--- src/adc_seq_consts.vh ---
// constants for the conversion sequencer: register indices, field positions, timing
// included by the sequencer module only
`ifndef ADC_SEQ_CONSTS_VH
`define ADC_SEQ_CONSTS_VH
`define ADDR_CTRL_A 2'h0
`define ADDR_CTRL_B 2'h1
`define ADDR_RES_HI 2'h2
`define ADDR_RES_LO 2'h3
`define BIT_START 7
`define BIT_BUSY 6
`define BIT_POWER 5
`define BIT_IRQ_FLAG 4
`define BIT_IRQ_EN 3
`define BIT_MASTER_EN 2
`define DIV_LSB 0
`define DIV_MSB 2
`define SAMPLE_TICKS 4'h4
`define TOTAL_TICKS 4'hE
`define FULL_SCALE 10'h3FF
`endif

--- src/adc_conversion_sequencer.v ---
// conversion sequencer: start detection, busy flag, clock divider, 4+10 tick timing
// assumes a single-cycle register port on clk_sys_i; analog result arrives on sample_data_i
//
// The plain strobed port and the placing of the registers were decided locally.
`timescale 1ns/100ps
`include "adc_seq_consts.vh"
module adc_conversion_sequencer (
   input wire clk_sys_i, // system clock, 50 MHz
   input wire rst_n_i, // asynchronous reset, active low
   input wire [1:0] addr_i, // register index
   input wire [7:0] wdata_i, // write data
   input wire wr_i, // write strobe
   input wire rd_i, // read strobe
   output reg [7:0] rdata_o, // read data, cycle after rd_i
   input wire [9:0] sample_data_i, // analog core result, from another domain
   output wire converter_power_on_o, // powers the analog core
   output wire sample_phase_o, // analog core sampling
   output wire irq_o // interrupt toward the converter vector
);
   localparam ST_IDLE = 3'h1;
   localparam ST_SAMPLE = 3'h2;
   localparam ST_CONVERT = 3'h4;

   // conversion state
   reg [2:0] state_reg;
   reg [2:0] state_next;
   // start bit level and edge tracking
   reg start_reg;
   reg start_next;
   reg start_armed_reg;
   reg start_armed_next;
   // control fields
   reg power_reg;
   reg power_next;
   reg irq_flag_reg;
   reg irq_flag_next;
   reg irq_en_reg;
   reg irq_en_next;
   reg master_en_reg;
   reg master_en_next;
   reg irq_out_reg;
   reg [2:0] div_sel_reg;
   reg [2:0] div_sel_next;
   // conversion clock divider and tick counter
   reg [6:0] div_cnt_reg;
   reg [6:0] div_cnt_next;
   reg [3:0] tick_cnt_reg;
   reg [3:0] tick_cnt_next;
   // result capture and read port
   reg [9:0] result_reg;
   reg [9:0] result_next;
   reg [9:0] samp_meta_reg;
   reg [9:0] samp_sync_reg;
   reg [7:0] rdata_next;

   // strobe aimed at one register index
   function reg_hit;
      input strobe;
      input [1:0] addr;
      input [1:0] index;
      begin
         reg_hit = strobe && (addr == index);
      end
   endfunction

   // terminal count of the divider for select code n is 2^n - 1;
   // code 7 wraps 128 to 0 in seven bits, which leaves 127 as wanted
   function [6:0] div_limit;
      input [2:0] sel;
      begin
         div_limit = (7'h01 << sel) - 7'h01;
      end
   endfunction

   wire idle = state_reg[0];
   wire busy = ~idle;
   wire wr_a = reg_hit(wr_i, addr_i, `ADDR_CTRL_A);
   wire wr_b = reg_hit(wr_i, addr_i, `ADDR_CTRL_B);
   // full low-high-low pulse seen: falling edge after an armed rise
   wire start_go = power_reg && start_armed_reg && start_reg && !start_next;
   wire adc_tick = (div_cnt_reg == div_limit(div_sel_reg));
   wire sample_end = adc_tick && (tick_cnt_reg == (`SAMPLE_TICKS - 4'h1));
   wire last_tick = adc_tick && (tick_cnt_reg == (`TOTAL_TICKS - 4'h1));
   // a conversion cut by power-off neither sets the flag nor loads a result
   wire done = state_reg[2] && last_tick && power_next;

   assign converter_power_on_o = power_reg;
   assign sample_phase_o = state_reg[1];
   assign irq_o = irq_out_reg;

   always @* begin
      start_next = start_reg;
      power_next = power_reg;
      irq_en_next = irq_en_reg;
      master_en_next = master_en_reg;
      div_sel_next = div_sel_reg;
      if (wr_a) begin
         start_next = wdata_i[`BIT_START];
         power_next = wdata_i[`BIT_POWER];
         irq_en_next = wdata_i[`BIT_IRQ_EN];
         master_en_next = wdata_i[`BIT_MASTER_EN];
      end
      if (wr_b)
         div_sel_next = wdata_i[`DIV_MSB:`DIV_LSB];
   end

   // arm only on a rise that follows a low level
   always @* begin
      start_armed_next = start_armed_reg;
      if (!start_reg && start_next)
         start_armed_next = 1'h1;
      else if (!start_next)
         start_armed_next = 1'h0;
   end

   // hardware set wins over a software clear in the same cycle
   always @* begin
      irq_flag_next = irq_flag_reg;
      if (done)
         irq_flag_next = 1'h1;
      else if (wr_a && !wdata_i[`BIT_IRQ_FLAG])
         irq_flag_next = 1'h0;
   end

   always @* begin
      state_next = state_reg;
      case (state_reg)
         ST_IDLE: begin
            if (start_go)
               state_next = ST_SAMPLE;
         end
         ST_SAMPLE: begin
            if (sample_end)
               state_next = ST_CONVERT;
         end
         ST_CONVERT: begin
            if (last_tick)
               state_next = ST_IDLE;
         end
         default: state_next = ST_IDLE;
      endcase
      // power-off aborts in the same edge that drops the power output
      if (!power_next)
         state_next = ST_IDLE;
   end

   always @* begin
      if (idle || adc_tick)
         div_cnt_next = 7'h00;
      else
         div_cnt_next = div_cnt_reg + 7'h01;
      if (idle)
         tick_cnt_next = 4'h0;
      else if (adc_tick)
         tick_cnt_next = tick_cnt_reg + 4'h1;
      else
         tick_cnt_next = tick_cnt_reg;
   end

   always @* begin
      result_next = result_reg;
      if (done)
         result_next = samp_sync_reg & `FULL_SCALE;
   end

   always @* begin
      rdata_next = 8'h00;
      if (rd_i) begin
         case (addr_i)
            `ADDR_CTRL_A: rdata_next = {start_reg, busy, power_reg, irq_flag_reg,
                                        irq_en_reg, master_en_reg, 2'h0};
            `ADDR_CTRL_B: rdata_next = {5'h00, div_sel_reg};
            `ADDR_RES_HI: rdata_next = {6'h00, result_reg[9:8]};
            `ADDR_RES_LO: rdata_next = result_reg[7:0];
            default: rdata_next = 8'h00;
         endcase
      end
   end

   always @(posedge clk_sys_i or negedge rst_n_i) begin
      if (!rst_n_i) begin
         state_reg <= ST_IDLE;
         start_reg <= 1'h0;
         start_armed_reg <= 1'h0;
      end else begin
         state_reg <= state_next;
         start_reg <= start_next;
         start_armed_reg <= start_armed_next;
      end
   end

   // interrupt output is registered from the next values, so it moves with its fields
   always @(posedge clk_sys_i or negedge rst_n_i) begin
      if (!rst_n_i) begin
         power_reg <= 1'h0;
         irq_flag_reg <= 1'h0;
         irq_en_reg <= 1'h0;
         master_en_reg <= 1'h0;
         irq_out_reg <= 1'h0;
         div_sel_reg <= 3'h0;
      end else begin
         power_reg <= power_next;
         irq_flag_reg <= irq_flag_next;
         irq_en_reg <= irq_en_next;
         master_en_reg <= master_en_next;
         irq_out_reg <= irq_flag_next && irq_en_next && master_en_next;
         div_sel_reg <= div_sel_next;
      end
   end

   always @(posedge clk_sys_i or negedge rst_n_i) begin
      if (!rst_n_i) begin
         div_cnt_reg <= 7'h00;
         tick_cnt_reg <= 4'h0;
      end else begin
         div_cnt_reg <= div_cnt_next;
         tick_cnt_reg <= tick_cnt_next;
      end
   end

   // two-flop synchroniser for the analog core result
   always @(posedge clk_sys_i or negedge rst_n_i) begin
      if (!rst_n_i) begin
         samp_meta_reg <= 10'h000;
         samp_sync_reg <= 10'h000;
      end else begin
         samp_meta_reg <= sample_data_i;
         samp_sync_reg <= samp_meta_reg;
      end
   end

   always @(posedge clk_sys_i or negedge rst_n_i) begin
      if (!rst_n_i) begin
         result_reg <= 10'h000;
         rdata_o <= 8'h00;
      end else begin
         result_reg <= result_next;
         rdata_o <= rdata_next;
      end
   end
endmodule // adc_conversion_sequencer

--- config.mk ---
export PLATFORM = sky130hd
export DESIGN_NAME = adc_conversion_sequencer
export DESIGN_NICKNAME = d
export VERILOG_FILES = /design/src/adc_conversion_sequencer.v
export VERILOG_INCLUDE_DIRS = /design/src
export SDC_FILE = /design/constraint.sdc
export NUM_CORES = 1
export LEC_CHECK = 0
export BUFFER_PORTS_ARGS = -buffer_cell sky130_fd_sc_hd__buf_2
export CORE_ASPECT_RATIO = 0.7
export CORE_MARGIN = 1.5
export CORE_UTILIZATION = 55
export DETAILED_ROUTE_END_ITERATION = 12
export GPL_TIMING_DRIVEN = 1
export PLACE_DENSITY_LB_ADDON = 0.2
export SLEW_MARGIN = 20
export SYNTH_ARGS = -nofsm -noshare
export SYNTH_HDL_FRONTEND = slang
export SYNTH_SLANG_ARGS = --single-unit
--- constraint.sdc ---
create_clock -name clk_sys_i -period 3.3 [get_ports clk_sys_i]
set_clock_uncertainty 0.05 [all_clocks]
set_input_delay 0.165 -clock clk_sys_i [delete_from_list [all_inputs] [get_ports clk_sys_i]]
set_output_delay 0.165 -clock clk_sys_i [all_outputs]
set_load 0.005 [all_outputs]
# --- Yosys cells after proc, flatten, opt, wreduce, memory -nomap -nowiden ---
# Index checks and enable logic that the tools add are counted.
classes:
  reduce_logical: 20
  bitwise_logic: 1
  add_sub_neg: 3
  n_eq_ne: 13
  shift: 1
  mux: 18
ops:
  columns: ["cell", "count"]
  rows:
  - ["$pmux 8 s4", 1]
  - ["$logic_and 1x1->1", 13]
  - ["$mux 3", 4]
  - ["$ne 3x3->1 const B", 3]
  - ["$pmux 3 s3", 1]
  - ["$mux 1", 8]
  - ["$mux 4", 2]
  - ["$mux 8", 1]
  - ["$add 7x1->7 const B", 1]
  - ["$eq 7x7->1", 1]
  - ["$mux 7", 1]
  - ["$shl 1x3->7 const A", 1]
  - ["$sub 7x1->7 const B", 1]
  - ["$add 4x1->4 const B", 1]
  - ["$eq 2x2->1 const B", 2]
  - ["$eq 4x2->1 const B", 1]
  - ["$eq 4x4->1 const B", 1]
  - ["$eq 3x1->1 const B", 1]
  - ["$eq 3x2->1 const B", 1]
  - ["$eq 3x3->1 const B", 1]
  - ["$logic_not 1->1", 3]
  - ["$reduce_and 3->1", 1]
  - ["$eq 2x1->1 const B", 1]
  - ["$logic_not 2->1", 1]
  - ["other kinds (4)", 4]
totals:
  out_inout_bits: 11
  regBits: 62
  word_cells: 71
  in_bits: 24

# --- Longest topological paths before layout ---
# Gate-level depths: netlist of the first run.
depth:
  word_depth: 9
  mapped_depth: 11
  ltp_nobuf: 8

# --- Worst setup path after synthesis of the first run ---
# No wires, ideal clock.
synth_path:
  path_type: "reg-to-reg"
  startpoint: "register div_sel_reg[1]"
  endpoint: "register result_reg[1]"
  setup_slack_ns: 0.619
  arrival_time_ns: 2.506
  required_time_ns: 3.125
  path_buffers: 3
  period_less_slack_ns: 2.681
  path_stages_with_launch: 12
  setup_time_ns: 0.125
  cell_sequence: "dfrtp_1 clkbuf_1 nor2_1 nand2_1 ha_1 buf_2 or3_1 a21oi_1 o22ai_2 nor4_4 buf_6 mux2_4"
synth_via:
  elab_chain_len: 6
synth_lines:
  columns: ["element", "line_no", "source"]
  rows:
  - ["start: declaration", "adc_conversion_sequencer.v:42", "reg [2:0] div_sel_reg;"]
  - ["start signal: assignment", "adc_conversion_sequencer.v:207", "div_sel_reg <= div_sel_next;"]
  - ["$shl 1x3->7", "adc_conversion_sequencer.v:71", "div_limit = (7'h01 << sel) - 7'h01;"]
  - ["$sub 7x1->7", "adc_conversion_sequencer.v:71", null]
  - ["$eq 7x7->1", "adc_conversion_sequencer.v:81", "wire adc_tick = (div_cnt_reg == div_limit(div_sel_reg));"]
  - ["$logic_and 1x1->1", "adc_conversion_sequencer.v:83", "wire last_tick = adc_tick && (tick_cnt_reg == (`TOTAL_TICKS - 4'h1));"]
  - ["$logic_and 1x1->1 (2 in series)", "adc_conversion_sequencer.v:85", "wire done = state_reg[2] && last_tick && power_next;"]
  - ["end signal: assignment", "adc_conversion_sequencer.v:237", "result_reg <= result_next;"]
  - ["end: declaration", "adc_conversion_sequencer.v:50", "reg [9:0] result_reg;"]
# No other way between the ends.
# A chain may end at the register's enable or synchronous reset.

# --- Worst setup path in the final report of the first run ---
layout_path:
  startpoint: "register div_sel_reg[2]"
  endpoint: "register result_reg[0]"
# Same word-level chain as after synthesis.

==> metrics.txt, run 1 <==
H-tree depth=3; DRT Wirelength=4.67 mm; WP data arrival=2970 ps; run status=complete, no violations; Post-layout nets=289; yosys warns=0; Routability Congestion=0.724; Primary FF master, synth=dfrtp_1; postcts setup bufs=0; pwr dens=517 nW/um^2; num rows=21; VDD IR-drop max=0.374 mV; Max Cap Violations=0; post-DP HPWL=3.21 mm; first-pass GRT wire length=7.60 mm; top-count cell post-synth=dfrtp_1; CTS Buffer Depth=2; grt ovf=0; number of routed nets with antenna violations=0; sequential area share after synthesis=57.7%; CP Max Fanout=12; Synth Cell Area=2690 sq um; RR Startpoint=div_sel_reg[2]$_DFFE_PN0P_; Distinct cells, synth=47; initial antenna violation count=0; # port buffers=33; Residual DRC=0; top cells by area, synth=dfrtp_1, mux2_2, mux2_4; drt first pass iters=4; Post-synth EDFFs=0; worst slew pin tran=734 ps; final cell count without fillers=334; setup TNS=0 ps; hold crit path type=in -> reg; CTS clk-pin slew, worst paths=70 ps; starting density of the core=56.6%; ys async rst share=100%; largest net degree at the start of global routing=35; slew margin rel.=51.0%; GRT Total Usage=19.9%; post-synth top area cell=dfrtp_1; Crit Path Class=reg -> reg; cell count after synthesis=212; utilization after layout=67.6%; Core Region=4760 sq um; # diodes=0; Hold Path Origin=wdata_i[1]; Post-Place Cells=308; pre-CTS setup slack=507 ps; Synth top area share=56.7%; leak pwr=1.48 nW; Critical Path Source=div_sel_reg[2]$_DFFE_PN0P_; total power draw=1.66 mW; fillers=337; #FFs+latches synth=62; syn nets=240; Slew Limit Fails=0; Vias per Instance=5.01; die footprint=5330 sq um; Critical Path RT=3460 ps; Setup crit end kind=flop; placed cell areas=2910 sq um; root buffer cell=clkbuf_8; num ports=35; synth cell count leaders=dfrtp_1, mux2_2, nor2_1, nor2b_1; hold_ws=19.3 ps; minimum clock period=2810 ps; die extent in y=61.5 um; Worst Setup Start Kind=flop; synth-to-layout area growth=19.5%; Horiz. Die Dim=86.6 um; layout cells sized above 1=31.3%; initial drt markers=90; syn_area_per_cell=12.7 sq um; number of global-route vias before repair=1,619; fmax=356 MHz; Fin. Hold Viols=0; clk sinks=62; Num CTS Buffers=9; CTS tree=yes; Finish-stage setup viols=0; final period utilization=85.2%; Via Count=1,672; final setup margin=490 ps; worst skew pair latency=330 ps; Design Area, Final=3220 sq um; WL per Instance=14.0 um; RSZ-0062 raised after global routing=no
## routing by layer
layer | up-vias | part of all wire, % | track usage, %
met5 | - | 0 | 0
met4 | 0 | 0.88 | 4.84
met3 | 6 | 4.5 | 8.04
met2 | 34 | 44 | 30.4
met1 | 789 | 50 | 27.0
li1 | 843 | - | -
## final cells by class
cell class	instances	area [sq um]	area share, %
Sequential cell	62	1550	48.3
Timing Repair Buffer	48	305	9.49
Multi-Input combinational cell	134	1050	32.7
Inverter	6	22.5	0.700
Clock inverter	5	58.8	1.83
Tap cell	69	86.3	2.68
Clock buffer	10	138	4.28
## critical path, stage by stage (launching register included)
cell and delay (ps):
dfrtp_1 490, nor2_1 200, nand2_1 80, ha_1 310
or3_1 380, a21oi_1 160, o22ai_2 170, nor4_4 240
buf_4 270, mux2_2 360
## timing repair
action | 4_1_cts | 5_1_grt
resized for setup | 0 | 0
hold buffers | 11 | 0
hold endpoints to repair | 42 | 0
## path summary, 6_finish.rpt
path                            slack [ps]  depth (start not counted)                    endpoint
max in group asynchronous             1980                          3  samp_meta_reg[0]$_DFF_PN0_
min in group asynchronous              380                          2      irq_flag_reg$_DFF_PN0_
worst max register to register         490                          9   result_reg[0]$_DFFE_PN0P_
worst min-delay path                    20                          2  div_sel_reg[1]$_DFFE_PN0P_
worst min register to register         300                          0  samp_sync_reg[4]$_DFF_PN0_
worst max-delay path                   490                          9   result_reg[0]$_DFFE_PN0P_
## where the power goes
group          internal, mW  total [mW]  leakage (nW)  switching [mW]
combinational        0.0860       0.190         0.587           0.104
sequential            0.795       0.823         0.799          0.0279
clock                 0.366       0.649        0.0948           0.283
## cell usage in the layout (no fill, tap or decap), types with 3 or more instances in the layout
| master | instances |
|---|---|
| mux2_2 | 14 |
| nand3_1 | 6 |
| ha_1 | 4 |
| or3_1 | 3 |
| xnor2_1 | 5 |
| a22oi_1 | 6 |
| nor3_1 | 8 |
| buf_4 | 4 |
| nor2b_1 | 13 |
| o21ai_0 | 4 |
| nor2_1 | 13 |
| dlygate4sd3_1 | 11 |
| nor3b_1 | 3 |
| dfrtp_1 | 61 |
| inv_1 | 6 |
| a21oi_1 | 3 |
| buf_2 | 33 |
| clkbuf_8 | 10 |
| mux2_4 | 8 |
| xor2_1 | 5 |
| nand2_1 | 8 |
## cells by family after synthesis
| logic type | Yosys count | synth area share (%) |
|---|---|---|
| and+or+nand+nor | 72 | 16.2 |
| adders and majority gates | 4 | 1.86 |
| xor gates and xnor gates | 10 | 3.25 |
| DFF | 62 | 57.7 |
| muxes | 24 | 11.1 |
| AOI/OAI and AO/OA | 24 | 6.74 |
| buffers and inverters | 16 | 3.16 |
No activity file was read; power rests on OpenSTA's default activity.
==> run 2: changes to the inputs <==
--- a/config.mk
+++ b/config.mk
@@ -12,6 +12,7 @@
 export CORE_UTILIZATION = 55
 export DETAILED_ROUTE_END_ITERATION = 12
 export GPL_TIMING_DRIVEN = 1
+export HOLD_SLACK_MARGIN = 0.08
 export PLACE_DENSITY_LB_ADDON = 0.2
 export SLEW_MARGIN = 20
 export SYNTH_ARGS = -nofsm -noshare
==> metrics.txt, run 2 (synthesized netlist as in run 1, its figures left out) <==
run status=complete, no violations; initial drt markers=77; hold crit path type=in -> reg; final setup margin=490 ps; layout cells sized above 1=30.6%; Critical Path Source=div_sel_reg[2]$_DFFE_PN0P_; GRT Total Usage=20.0%; Routability Congestion=0.724; Residual DRC=0; pwr dens=509 nW/um^2; final cell count without fillers=340; Post-layout nets=295; # port buffers=33; VDD IR-drop max=0.374 mV; Setup crit end kind=flop; commonest non-fill, non-tap cell in the layout=dfrtp_1; Hold Path Origin=wdata_i[5]; CTS Buffer Depth=2; starting density of the core=56.6%; fmax=356 MHz; worst skew pair latency=330 ps; root buffer cell=clkbuf_8; placed cell areas=2910 sq um; # diodes=0; post-DP HPWL=3.21 mm; die footprint=5330 sq um; setup TNS=0 ps; first-pass GRT wire length=7.66 mm; RR Startpoint=div_sel_reg[2]$_DFFE_PN0P_; Vias per Instance=4.98; CP Max Fanout=12; hold_ws=122 ps; Finish-stage setup viols=0; initial antenna violation count=0; CTS tree=yes; Via Count=1,693; minimum clock period=2810 ps; clk sinks=62; commonest cells after routing, fill and taps aside=dfrtp_1, buf_2, dlygate4sd3_1, mux2_2; H-tree depth=3; die extent in y=61.5 um; RSZ-0062 raised after global routing=no; number of routed nets with antenna violations=0; worst slew pin tran=734 ps; Crit Path Class=reg -> reg; drt first pass iters=4; total power draw=1.67 mW; Post-Place Cells=308; WP data arrival=2970 ps; Horiz. Die Dim=86.6 um; Num CTS Buffers=9; number of global-route vias before repair=1,642; WL per Instance=13.9 um; num ports=35; Design Area, Final=3280 sq um; grt ovf=0; Core Region=4760 sq um; DRT Wirelength=4.74 mm; final period utilization=85.1%; CTS clk-pin slew, worst paths=70 ps; Worst Setup Start Kind=flop; pre-CTS setup slack=507 ps; Slew Limit Fails=0; synth-to-layout area growth=21.8%; leak pwr=1.51 nW; Fin. Hold Viols=0; Critical Path RT=3460 ps; Max Cap Violations=0; largest net degree at the start of global routing=35; num rows=21; CTS resizes=0; fillers=327; slew margin rel.=51.1%; utilization after layout=68.9%
-- run 2: cell types whose count changed in the layout (fill, tap and decap cells not counted), sizes merged --
cell         previous run  this run
dlygate4sd3            11        17
-- run 2: metal layers --
metal | vias to the layer above | wire length (um) | track usage [%]
met5 | - | 0 | 0
met4 | 0 | 41 | 4.84
met3 | 6 | 208 | 8.04
met2 | 34 | 2100 | 30.8
met1 | 799 | 2390 | 26.9
li1 | 854 | - | -
-- run 2: what timing repair did --
action	4_1_cts	5_1_grt
buffers inserted	0	0
hold endpoints to repair	56	0
hold buffers	17	0
-- run 2: layout make-up --
class                   instances  area [sq um]  share of cell area (%)
clock buffers                  10           138                    4.20
clock inverters                 5          58.8                    1.79
inverters                       6          22.5                   0.687
multi-input cells             134          1050                    32.1
flip-flops and latches         62          1550                    47.4
well taps                      69          86.3                    2.63
repair buffers                 54           365                    11.1
-- run 2: critical path, cell delays in order (launching register included) --
cell and delay (ps):
dfrtp_1 490, nor2_1 200, nand2_1 80, ha_1 310, or3_1 370, a21oi_1 160
o22ai_2 170, nor4_4 240, buf_4 270, mux2_2 360
-- run 2: report_power, final --
part	total, mW	internal, mW	switching (mW)
Clock	0.649	0.366	0.283
Sequential	0.823	0.795	0.0278
Combinational	0.196	0.0907	0.105
Total	1.67	1.25	0.416
-- run 2: final timing paths --
path	end	slack, ps	depth (start not counted)
min reg2reg	samp_sync_reg[4]$_DFF_PN0_	300	0
min in group asynchronous	irq_o$_DFF_PN0_	380	2
max	result_reg[0]$_DFFE_PN0P_	490	9
max in group asynchronous	samp_meta_reg[0]$_DFF_PN0_	1980	3
max reg2reg	result_reg[0]$_DFFE_PN0P_	490	9
min	converter_power_on_o$_DFF_PN0_	120	3
